--- config.mk ---
export PLATFORM = sky130hd
export DESIGN_NAME = mae_motion_alarm
export DESIGN_NICKNAME = d
export VERILOG_FILES = /design/src/hw/mae_pkg.sv /design/src/hw/mae_motion_alarm.sv
export SDC_FILE = /design/constraint.sdc
export NUM_CORES = 1
export LEC_CHECK = 0
export BUFFER_PORTS_ARGS = -buffer_cell sky130_fd_sc_hd__buf_2
export CORE_UTILIZATION = 45
export CTS_CLUSTER_SIZE = 16
export DETAILED_ROUTE_END_ITERATION = 10
export GPL_ROUTABILITY_DRIVEN = 0
export RECOVER_POWER = 50
export SLEW_MARGIN = 20
export SYNTH_ARGS = -nofsm -noshare
export SYNTH_HDL_FRONTEND = slang
export SYNTH_SLANG_ARGS = --single-unit
--- constraint.sdc ---
create_clock -name sys_clk -period 5 [get_ports sys_clk]
set_clock_uncertainty 0.15 [all_clocks]
set_input_delay 0.5 -clock sys_clk [delete_from_list [all_inputs] [get_ports sys_clk]]
set_output_delay 0.5 -clock sys_clk [all_outputs]
set_load 0.05 [all_outputs]
--- src/hw/mae_pkg.sv ---
// Purpose: Shared constants and types of the motion alarm event logic
// Assumes: sys_clk at 100 MHz, one system clock of the device per cycle
// Notes:   Times in ns or ms derive cycle counts; BW_CYC, IDLE_CYC, FR_CYC, RD_END_CYC and ADC_INT_CYC are set in cycles
package mae_pkg;
  localparam int CLK_NS       = 10;
  localparam int CLR_LOW_NS   = 100;
  localparam int CLR_LOW_CYC  = (CLR_LOW_NS + CLK_NS - 1) / CLK_NS;
  localparam int HALF_SEC_MS  = 500;
  localparam int HALF_SEC_CYC = HALF_SEC_MS * 1000000 / CLK_NS;
  localparam int TH_NS        = 200;
  localparam int TH_CYC       = TH_NS / CLK_NS;
  localparam int BW_CYC       = 2;
  localparam int SMP_CYC      = TH_CYC + BW_CYC - 1;
  localparam int IDLE_CYC     = 16;
  localparam int FR_CYC       = 2;
  localparam int RD_END_CYC   = 4;
  localparam int RD_BIT_NS    = 1000;
  localparam int RD_BIT_CYC   = RD_BIT_NS / CLK_NS;
  localparam int ADC_INT_CYC  = 512;
  localparam int CFG_BITS     = 25;
  localparam int WIN_HALVES   = 4;
  localparam logic [7:0] A_STAT  = 8'h00;
  localparam logic [7:0] A_MASK  = 8'h04;
  localparam logic [7:0] A_CFG   = 8'h08;
  localparam logic [7:0] A_STATE = 8'h0c;
  localparam int ST_ALARM = 0;
  localparam int ST_CLR   = 1;
  localparam int ST_CFG   = 2;
  localparam int ST_RD    = 3;
  localparam int ST_W     = 4;
  localparam logic [ST_W-1:0] MASK_RST = 4'h0;

  typedef struct packed {
    logic [7:0] sens;
    logic [3:0] blind;
    logic [1:0] pulses;
    logic [1:0] window;
    logic       md_en;
    logic       int_src;
    logic [1:0] adc_src;
    logic       pir_off;
    logic [3:0] test;
  } mae_cfg_s;
  localparam mae_cfg_s CFG_RST = 25'h0000000;

  typedef struct packed {
    logic        psel;
    logic        penable;
    logic        pwrite;
    logic [7:0]  paddr;
    logic [31:0] pwdata;
  } mae_apb_req_s;

  typedef struct packed {
    logic [31:0] prdata;
    logic        pready;
    logic        pslverr;
  } mae_apb_rsp_s;

  typedef enum logic [2:0] {
    RD_IDLE  = 3'b001,
    RD_HOST  = 3'b010,
    RD_SHIFT = 3'b100
  } mae_rd_e;
endpackage

--- src/hw/mae_motion_alarm.sv ---
// Purpose: Motion alarm event logic with serial setup and int/data line
// Assumes: ir_level/ir_valid come from logic on sys_clk; wire has pull-down
// Notes:   The device drives the int/data line high only, never low
//
// Implementation choices: the APB register port and the register offsets.
`timescale 1ns/1ps
module mae_motion_alarm #(
  parameter int unsigned HALF_SEC_CYC = mae_pkg::HALF_SEC_CYC,
  parameter int          SIG_W        = 16
) (
  input  wire logic                    sys_clk,
  input  wire logic                    nrst,
  input  wire logic                    serial_in,
  input  wire logic                    intd_in,
  input  wire logic signed [SIG_W-1:0] ir_level,
  input  wire logic                    ir_valid,
  input  wire mae_pkg::mae_apb_req_s   apb_req,
  output logic                         intd_out,
  output logic                         intd_oe,
  output logic                         irq,
  output mae_pkg::mae_apb_rsp_s        apb_rsp
);
  // Synchronisers
  logic ser_s1, ser_s2, ser_d, int_s1, int_s2;
  always_ff @(posedge sys_clk) begin
    if (!nrst) begin
      {ser_s1, ser_s2, ser_d, int_s1, int_s2} <= 5'h00;
    end else begin
      ser_s1 <= serial_in;
      ser_s2 <= ser_s1;
      ser_d  <= ser_s2;
      int_s1 <= intd_in;
      int_s2 <= int_s1;
    end
  end

  // Serial setup input
  logic [4:0]  low_cnt_reg, low_cnt_next, smp_reg, smp_next;
  logic [4:0]  nbit_reg, nbit_next;
  logic        armed_reg, armed_next, cfg_evt;
  logic [24:0] shift_reg, shift_next;
  mae_pkg::mae_cfg_s cfg_reg, cfg_next;
  always_comb begin
    low_cnt_next = ser_s2 ? 5'h00 : low_cnt_reg + 5'h01;
    if (!ser_s2 && low_cnt_reg == 5'(mae_pkg::IDLE_CYC + 1)) begin
      low_cnt_next = low_cnt_reg;
    end
    armed_next = armed_reg ||
      (!ser_s2 && low_cnt_reg == 5'(mae_pkg::IDLE_CYC - 1));
    smp_next   = smp_reg;
    shift_next = shift_reg;
    nbit_next  = nbit_reg;
    cfg_next   = cfg_reg;
    cfg_evt    = 1'b0;
    if (armed_reg && ser_s2 && !ser_d && smp_reg == 5'h00) begin
      smp_next = 5'h01;
    end else if (smp_reg == 5'(mae_pkg::SMP_CYC)) begin
      shift_next = {shift_reg[23:0], ser_s2};
      smp_next   = 5'h00;
      if (nbit_reg != 5'(mae_pkg::CFG_BITS)) begin
        nbit_next = nbit_reg + 5'h01;
      end
    end else if (smp_reg != 5'h00) begin
      smp_next = smp_reg + 5'h01;
    end
    if (!ser_s2 && low_cnt_reg == 5'(mae_pkg::IDLE_CYC) &&
        nbit_reg != 5'h00 && smp_reg == 5'h00) begin
      cfg_next  = shift_reg;
      nbit_next = 5'h00;
      cfg_evt   = 1'b1;
    end
  end
  always_ff @(posedge sys_clk) begin
    if (!nrst) begin
      low_cnt_reg <= 5'h00;
      smp_reg     <= 5'h00;
      nbit_reg    <= 5'h00;
      armed_reg   <= 1'b0;
      shift_reg   <= 25'h0000000;
      cfg_reg     <= mae_pkg::CFG_RST;
    end else begin
      low_cnt_reg <= low_cnt_next;
      smp_reg     <= smp_next;
      nbit_reg    <= nbit_next;
      armed_reg   <= armed_next;
      shift_reg   <= shift_next;
      cfg_reg     <= cfg_next;
    end
  end

  // Motion detection, interrupt, blind time and readout
  logic signed [SIG_W-1:0] thr, nthr;
  logic        pos, neg, pulse, accept, det, clr_evt, rd_evt, alarm;
  logic        pos_q, neg_q, sgn_q, pend_reg, drive_reg;
  logic        pos_qn, neg_qn, sgn_qn, pend_next, drive_next;
  logic [2:0]  pcnt_reg, pcnt_next;
  logic [3:0]  blind_reg, blind_next, lo_reg, lo_next;
  logic [4:0]  win_reg, win_next, idx_reg, idx_next;
  logic [6:0]  rcnt_reg, rcnt_next;
  logic [8:0]  adc_reg;
  logic [31:0] tick_reg, tick_next;
  logic        tick;
  mae_pkg::mae_rd_e rd_reg, rd_next;
  always_comb begin
    thr  = SIG_W'(cfg_reg.sens);
    nthr = -thr;
    pos  = ir_level > thr;
    neg  = ir_level < nthr;
    pulse = ir_valid && ((pos && !pos_q) || (neg && !neg_q));
    pos_qn = ir_valid ? pos : pos_q;
    neg_qn = ir_valid ? neg : neg_q;
    det = cfg_reg.md_en && blind_reg == 4'h0 && !pend_reg &&
          rd_reg == mae_pkg::RD_IDLE;
    accept = det && pulse && (pcnt_reg == 3'h0 || neg != sgn_q);
    sgn_qn = accept ? neg : sgn_q;
    tick = tick_reg == HALF_SEC_CYC - 1;
    tick_next = tick ? 32'h0 : tick_reg + 32'h1;
    pcnt_next  = pcnt_reg;
    win_next   = win_reg;
    blind_next = blind_reg;
    alarm = 1'b0;
    if (tick && blind_reg != 4'h0) begin
      blind_next = blind_reg - 4'h1;
    end
    if (tick && win_reg != 5'h00) begin
      win_next = win_reg - 5'h01;
      if (win_reg == 5'h01) begin
        pcnt_next = 3'h0;
      end
    end
    if (accept) begin
      if (pcnt_reg == 3'h0) begin
        win_next  = 5'(({3'h0, cfg_reg.window} + 5'h01) *
                        mae_pkg::WIN_HALVES);
        tick_next = 32'h0;
      end
      pcnt_next = pcnt_reg + 3'h1;
      if (pcnt_reg == {1'b0, cfg_reg.pulses}) begin
        alarm     = 1'b1;
        pcnt_next = 3'h0;
        win_next  = 5'h00;
      end
    end
    if (cfg_reg.int_src) begin
      alarm = adc_reg == 9'(mae_pkg::ADC_INT_CYC - 1);
    end
    pend_next = pend_reg;
    rd_next   = rd_reg;
    rcnt_next = rcnt_reg;
    idx_next  = idx_reg;
    lo_next   = 4'h0;
    clr_evt   = 1'b0;
    rd_evt    = 1'b0;
    if (alarm && rd_reg == mae_pkg::RD_IDLE) begin
      pend_next = 1'b1;
    end
    if (pend_reg && !int_s2) begin
      lo_next = lo_reg + 4'h1;
      if (lo_reg == 4'(mae_pkg::CLR_LOW_CYC - 1)) begin
        pend_next  = 1'b0;
        clr_evt    = 1'b1;
        lo_next    = 4'h0;
        blind_next = cfg_reg.blind;
        tick_next  = 32'h0;
        pcnt_next  = 3'h0;
        win_next   = 5'h00;
      end
    end
    case (rd_reg)
      mae_pkg::RD_IDLE: begin
        rcnt_next = (int_s2 && !pend_reg) ? rcnt_reg + 7'h01 : 7'h00;
        if (int_s2 && !pend_reg && rcnt_reg == 7'(mae_pkg::FR_CYC)) begin
          rd_next = mae_pkg::RD_HOST;
          rd_evt  = 1'b1;
        end
      end
      mae_pkg::RD_HOST: begin
        rcnt_next = 7'h00;
        idx_next  = 5'(mae_pkg::CFG_BITS - 1);
        if (!int_s2) begin
          rd_next = mae_pkg::RD_SHIFT;
        end
      end
      mae_pkg::RD_SHIFT: begin
        rcnt_next = rcnt_reg + 7'h01;
        if (rcnt_reg == 7'(mae_pkg::RD_BIT_CYC - 1)) begin
          rcnt_next = 7'h00;
          idx_next  = idx_reg - 5'h01;
          if (idx_reg == 5'h00) begin
            rd_next = mae_pkg::RD_IDLE;
          end
        end
        if (drive_reg && !int_s2) begin
          lo_next = lo_reg + 4'h1;
          if (lo_reg == 4'(mae_pkg::RD_END_CYC - 1)) begin
            rd_next   = mae_pkg::RD_IDLE;
            rcnt_next = 7'h00;
          end
        end
      end
      default: rd_next = mae_pkg::RD_IDLE;
    endcase
    drive_next = pend_next ||
      (rd_next == mae_pkg::RD_SHIFT && cfg_reg[idx_next]);
  end
  always_ff @(posedge sys_clk) begin
    if (!nrst) begin
      {pos_q, neg_q, sgn_q, pend_reg, drive_reg} <= 5'h00;
      pcnt_reg  <= 3'h0;
      blind_reg <= 4'h0;
      lo_reg    <= 4'h0;
      win_reg   <= 5'h00;
      idx_reg   <= 5'h00;
      rcnt_reg  <= 7'h00;
      adc_reg   <= 9'h000;
      tick_reg  <= 32'h0;
      rd_reg    <= mae_pkg::RD_IDLE;
    end else begin
      {pos_q, neg_q, sgn_q} <= {pos_qn, neg_qn, sgn_qn};
      pend_reg  <= pend_next;
      drive_reg <= drive_next;
      pcnt_reg  <= pcnt_next;
      blind_reg <= blind_next;
      lo_reg    <= lo_next;
      win_reg   <= win_next;
      idx_reg   <= idx_next;
      rcnt_reg  <= rcnt_next;
      adc_reg   <= adc_reg + 9'h001;
      tick_reg  <= tick_next;
      rd_reg    <= rd_next;
    end
  end
  assign intd_out = drive_reg;
  assign intd_oe  = drive_reg;

  // APB slave, status, mask and interrupt output
  logic [mae_pkg::ST_W-1:0] stat_reg, stat_next, mask_reg, mask_next;
  logic [31:0] rdata_reg, rdata_next;
  logic        rdy_reg, rdy_next, err_reg, err_next, irq_reg, irq_next;
  logic        acc, wr, hit;
  always_comb begin
    acc = apb_req.psel && apb_req.penable;
    wr  = acc && rdy_reg && apb_req.pwrite;
    rdy_next   = acc && !rdy_reg;
    rdata_next = rdata_reg;
    err_next   = err_reg;
    hit = apb_req.paddr == mae_pkg::A_STAT || apb_req.paddr == mae_pkg::A_MASK
       || apb_req.paddr == mae_pkg::A_CFG || apb_req.paddr == mae_pkg::A_STATE;
    if (acc && !rdy_reg) begin
      err_next = !hit;
      case (apb_req.paddr)
        mae_pkg::A_STAT:  rdata_next = 32'(stat_reg);
        mae_pkg::A_MASK:  rdata_next = 32'(mask_reg);
        mae_pkg::A_CFG:   rdata_next = 32'(cfg_reg);
        mae_pkg::A_STATE: rdata_next = {20'h00000, rd_reg, pcnt_reg,
                                        blind_reg, armed_reg, pend_reg};
        default:          rdata_next = 32'h00000000;
      endcase
    end
    stat_next = stat_reg;
    mask_next = mask_reg;
    if (wr && apb_req.paddr == mae_pkg::A_STAT) begin
      stat_next = stat_reg & ~apb_req.pwdata[mae_pkg::ST_W-1:0];
    end
    if (wr && apb_req.paddr == mae_pkg::A_MASK) begin
      mask_next = apb_req.pwdata[mae_pkg::ST_W-1:0];
    end
    stat_next = stat_next | {rd_evt, cfg_evt, clr_evt,
                             pend_next && !pend_reg};
    irq_next = |(stat_next & mask_next);
  end
  always_ff @(posedge sys_clk) begin
    if (!nrst) begin
      stat_reg  <= '0;
      mask_reg  <= mae_pkg::MASK_RST;
      rdata_reg <= 32'h00000000;
      {rdy_reg, err_reg, irq_reg} <= 3'h0;
    end else begin
      stat_reg  <= stat_next;
      mask_reg  <= mask_next;
      rdata_reg <= rdata_next;
      {rdy_reg, err_reg, irq_reg} <= {rdy_next, err_next, irq_next};
    end
  end
  assign apb_rsp = '{prdata: rdata_reg, pready: rdy_reg, pslverr: err_reg};
  assign irq = irq_reg;
endmodule // mae_motion_alarm

Word level (Yosys, flattened, before mapping)

Cells that the tools add are included.

Register bits: 191
Input port bits: 64
Memory bits (writable): 0
Memory bits (read-only): 0
Word-level logic and storage cells: 203
Latch bits: 0
Memories kept: 0

Reductions and logical operators: 62
Muxes and demuxes: 58
Equality and inequality tests: 21
Order comparisons: 3
Add/subtract/negate cells: 13
Multiply operators: 0
Bitwise gates (word level): 6
Divide/modulo/power cells: 0
Shift-type cells: 0

Operators by type and width:

| operator              | number |
|---|---|
| $mux 32               | 5 |
| $pmux 25 s4           | 1 |
| $mux 5                | 8 |
| $mux 3                | 12 |
| $mux 4                | 9 |
| $add 32x1->32 const B | 1 |
| $eq 32x26->1 const B  | 1 |
| $logic_and 1x1->1     | 31 |
| $mux 7                | 4 |
| $pmux 7 s3            | 1 |
| $eq 8x4->1 const B    | 2 |
| $gt 16x9->1           | 1 |
| $lt 16x16->1          | 1 |
| $neg 8->16            | 1 |
| $add 5x1->5 const B   | 3 |
| $eq 5x5->1 const B    | 3 |
| $mux 1                | 15 |
| $reduce_bool 5->1     | 3 |
| $logic_not 5->1       | 2 |
| $pmux 5 s2            | 1 |
| $sub 5x1->5 const B   | 2 |
| $add 9x1->9 const B   | 1 |
| $eq 9x9->1 const B    | 1 |
| $pmux 3 s3            | 1 |
| 36 further kinds      | 53 |

Logic depth before layout (Yosys ltp)

Depth in word-level cells: 17
Depth in mapped cells: 14
Mapped depth without buffers: 13

Worst setup path before layout

Ideal clock, no wire load.

Path kind: flip-flop to flip-flop
Start point: reg cfg_reg[19] in the netlist's numbering
End point: reg win_reg[2]
Setup time: 0.130 ns
Required time: 4.720 ns
Cell stages (with the launch flop): 14
Path slack: 1.633 ns
Arrival time: 3.087 ns
Cells stage by stage: dfxtp_1 > nor3_1 > nand2_1 > nor4_1 > and2_1 > ha_1 > a21o_1 > a211oi_1 > o211ai_1 > a221oi_1 > nand3_1 > a211o_1 > o211ai_1 > o21ai_0

Longest elaborated chain between the ends: 10

Ends and longest elaborated chain:

| what                   | RTL line                | text |
|---|---|---|
| from (decl)            | mae_motion_alarm.sv:42  | `mae_pkg::mae_cfg_s cfg_reg, cfg_next;` |
| from (signal assigned) | mae_motion_alarm.sv:80  | `cfg_reg <= mae_pkg::CFG_RST;` |
| from (signal assigned) | mae_motion_alarm.sv:87  | `cfg_reg <= cfg_next;` |
| $neg 8->16             | mae_motion_alarm.sv:106 | `nthr = -thr;` |
| $lt 16x16->1           | mae_motion_alarm.sv:108 | `neg = ir_level < nthr;` |
| $logic_and 1x1->1      | mae_motion_alarm.sv:109 | `pulse = ir_valid && ((pos && !pos_q) \|\| (neg && !neg_q));` |
| $logic_or 1x1->1       | mae_motion_alarm.sv:109 |  |
| $logic_and 1x1->1      | mae_motion_alarm.sv:109 |  |
| $logic_and 1x1->1      | mae_motion_alarm.sv:114 | `accept = det && pulse && (pcnt_reg == 3'h0 \|\| neg != sgn_q);` |
| $logic_and 1x1->1 (*)  | mae_motion_alarm.sv:114 |  |
| $mux 5 (*)             | mae_motion_alarm.sv:131 | `if (accept) begin` |
| $mux 5                 | mae_motion_alarm.sv:159 | `if (lo_reg == 4'(mae_pkg::CLR_LOW_CYC - 1)) begin` |
| $mux 5 (*)             | mae_motion_alarm.sv:157 | `if (pend_reg && !int_s2) begin` |
| to (signal assigned)   | mae_motion_alarm.sv:225 | `win_reg <= win_next;` |
| to (decl)              | mae_motion_alarm.sv:98  | `logic [4:0] win_reg, win_next, idx_reg, idx_next;` |

Mark *: on every way between the ends. The rest lies on a longest branch, timed or not.
A chain may end at the register's enable or synchronous reset.

==> impl_metrics.py <==
metrics = {
    "outcome": {
        "outcome": "complete, but fails checks",
        "violations": "max-capacitance violations, max-slew violations",
    },
    "worst_setup_path": {
        "end_kind": "register",
        "worst_path_max_delay_cell": "clkbuf_2",
        "startpoint_type": "primary input",
        "crit_end": "lo_reg[3]$_SDFF_PN0_",
        "crit_path_max_fanout": 89,
        "required_ns": 5.23,
        "reg2reg_to": "intd_oe$_SDFF_PN0_",
        "path_class": "primary input to register",
        "r2r-start": "rd_reg[2]$_SDFF_PN0_",
        "slowest_delay_ns": 1.20,
        "reg2reg_depth": 8,
        "critPathArrivalTime_ns": 4.53,
        "worstPathCellList": "clkbuf_1 > clkinvlp_2 > clkbuf_2 > or3_1 > nor2_1",
        "startpoint": "nrst",
        "r2r_setup_slack_ns": 0.78,
    },
    "placement": {
        "io_buffers": 65,
        "post-place-cells": 1376,
        "placed_area_um2": 9630,
        "dp_hpwl_um": 14900,
    },
    "power": {
        "cellPowerDensity_nw_per_um2": 307,
        "p_total_mw": 3.13,
        "power_leakage_nw": 3.77,
        "ir_worst_vdd_v": 0.000240,
    },
    "yosys": {
        "synth_area_per_cell_um2": 8.44,
        "synth_edf_count": 0,
        "yosysUniqueCellTypes": 71,
        "async_flop_share_pct": 0,
        "synth-seq-cells": 184,
        "syn_area_um2": 9150,
        "yosysSeqAreaShare_pct": 40.3,
        "syn_inst": 1084,
        "synth_top_flop_cell": "dfxtp_1",
        "synth_area_leader_cell": "dfxtp_1",
        "synth_top_area_share_pct": 40.3,
        "yosys_warnings": 0,
        "post_synth_main_area_contributors": "dfxtp_1 (40%), ha_1 (6.8%), nor2_1 (6.7%)",
    },
    "cells_and_area": {
        "final_nets": 1244,
        "largest_reg_flops": 32,
        "fillerInstances": 1894,
        "area_delta_synth_final_pct": 11.5,
        "num_antenna_cells": 0,
        "fin_area_um2": 10200,
        "final_cells": 1408,
        "drive_above_1_share_pct": 8.14,
    },
    "clock_tree": {
        "cts_buffers": 17,
        "postCtsSetupRepairBufs": 0,
        "htree_levels": 4,
        "ctsHoldBuffers": 0,
        "clk_latency_ns": 0.43,
        "path_clk_slew_ns": 0.07,
        "cts.repair.resized": 0,
        "root_buffer": "clkbuf_16",
        "cts_buffer_depth": 2,
        "cts_tree": "built",
        "cts.sinks": 184,
    },
    "floorplan": {
        "die_area_um2": 20900,
        "die_h_um": 145,
        "die_w_um": 145,
        "ios": 101,
        "core.rowCount": 51,
        "start_util_pct": 46.4,
        "core_area_um2": 19700,
    },
    "routing": {
        "routed_via_density": 5.31,
        "drt_first_pass_iters": 5,
        "dr.first_iter.drc_count": 403,
        "num_vias": 7481,
        "antenna_left": 0,
        "drc": 0,
        "routedWlPerCell_um": 14.9,
        "wirelength_um": 20900,
    },
    "global_route": {
        "antenna_found_initial": 0,
        "grt_pass1_wl_um": 34100,
        "grt_pass1_vias": 6879,
        "overflow": 0,
        "grt_max_degree": 90,
        "track_usage_pct": 21.1,
    },
    "timing": {
        "fmax_mhz": 232,
        "setup_viol": 0,
        "period_minus_slack_ns": 4.31,
        "tightest_slew_ns": 1.93,
        "tns_ns": 0,
        "min_period_over_period_pct": 86.1,
        "finalHoldViolCount": 0,
        "slew_violations": 132,
        "rsz0062_at_grt": "no",
        "slew_headroom_pct": -28.3,
    },
    "hold_path": {
        "hp-start": "serial_in",
        "hold_class": "primary input to register",
    },
    "run": {
        "cap_violations": 2,
    },
}
how the worst min path moves through the flow:
stage                     cells after the start  slack [ns]           endpoint
final                                         2        0.12  ser_s1$_SDFF_PN0_
after detailed placement                      1        0.27  int_s2$_SDFF_PN0_
after floorplan                               1        0.26  int_s2$_SDFF_PN0_
after CTS                                     2        0.11  ser_s1$_SDFF_PN0_
after global placement                        1        0.26  ser_s2$_SDFF_PN0_
after global routing                          2        0.12  ser_s1$_SDFF_PN0_
cell usage after synthesis, drive strengths merged, types with 6 or more instances:
library cell  count
clkbuf           28
nand3            53
o21ai            17
nand4            20
and4              6
nor2b             7
and2             10
xnor2            33
xor2             33
buf              22
and3             15
a31oi             6
nand3b            7
dfxtp           184
nor4             11
a211oi           11
nor3             22
mux2i            46
inv              47
nor4b             6
nor2            163
ha               50
nand2           127
a21oi            77
or3               7
mux2              7
area by class of cell:
type | instances | area (um^2) | share of cell area [%]
multi-input combinational | 809 | 5040 | 49.4
sequential | 184 | 3680 | 36.1
clock buffer | 19 | 443 | 4.34
tap | 265 | 332 | 3.25
timing repair buffer | 71 | 329 | 3.23
clock inverter | 13 | 191 | 1.88
inverter | 47 | 178 | 1.74
kinds of logic (layout without fill, tap and decap cells):
group,after synthesis,in the layout,synth area share (%)
flops,184,184,40.3
compound gates,159,159,11.1
mux,54,54,6.14
simple gates,473,473,24.6
xor+xnor,66,66,6.32
fa+ha+maj,50,50,6.84
other cells,1,7,0.0410
buf+inv,97,150,4.65
metrics by stage:
step	utilization [%]	worst slack, ns	hold WS (ns)
after global placement	48.8	0.959	0.264
final	51.7	0.694	0.119
after global routing	51.7	0.359	0.119
after detailed placement	48.8	0.874	0.269
after CTS	52.1	0.858	0.107
after floorplan	-	1.63	0.262
cell usage in the layout (no fill, tap or decap), types with 17 or more instances in the layout:
cell type	netlist	layout
dfxtp_1	184	184
nor2_1	163	162
nand2_1	127	127
a21oi_1	77	77
nand3_1	52	52
ha_1	50	50
inv_1	47	46
mux2i_1	46	46
buf_2	4	34
xnor2_1	33	33
xor2_1	33	33
clkbuf_1	28	32
nor3_1	21	21
nand4_1	20	20
clkbuf_16	0	17
routing by layer:
layer	vias up	global-route usage (%)	wire, um
met5	-	0	0
met4	0	6.98	345
met3	26	3.28	584
met2	127	34.1	9430
met1	3498	28.4	10600
li1	3830	-	-
power breakdown:
part	total [mW]	leakage [nW]	switching [mW]	internal (mW)
registers	1.50	1.49	0.0152	1.48
clock network	1.47	0.307	0.607	0.859
logic	0.171	1.98	0.111	0.0601
total	3.13	3.77	0.733	2.40
worst max-delay path, delay by kind of cell:
family        cells  cell delay (ns)
simple gates      2             0.92
buf+inv           3             3.08
Note: power is estimated with default switching activity, not from simulation.
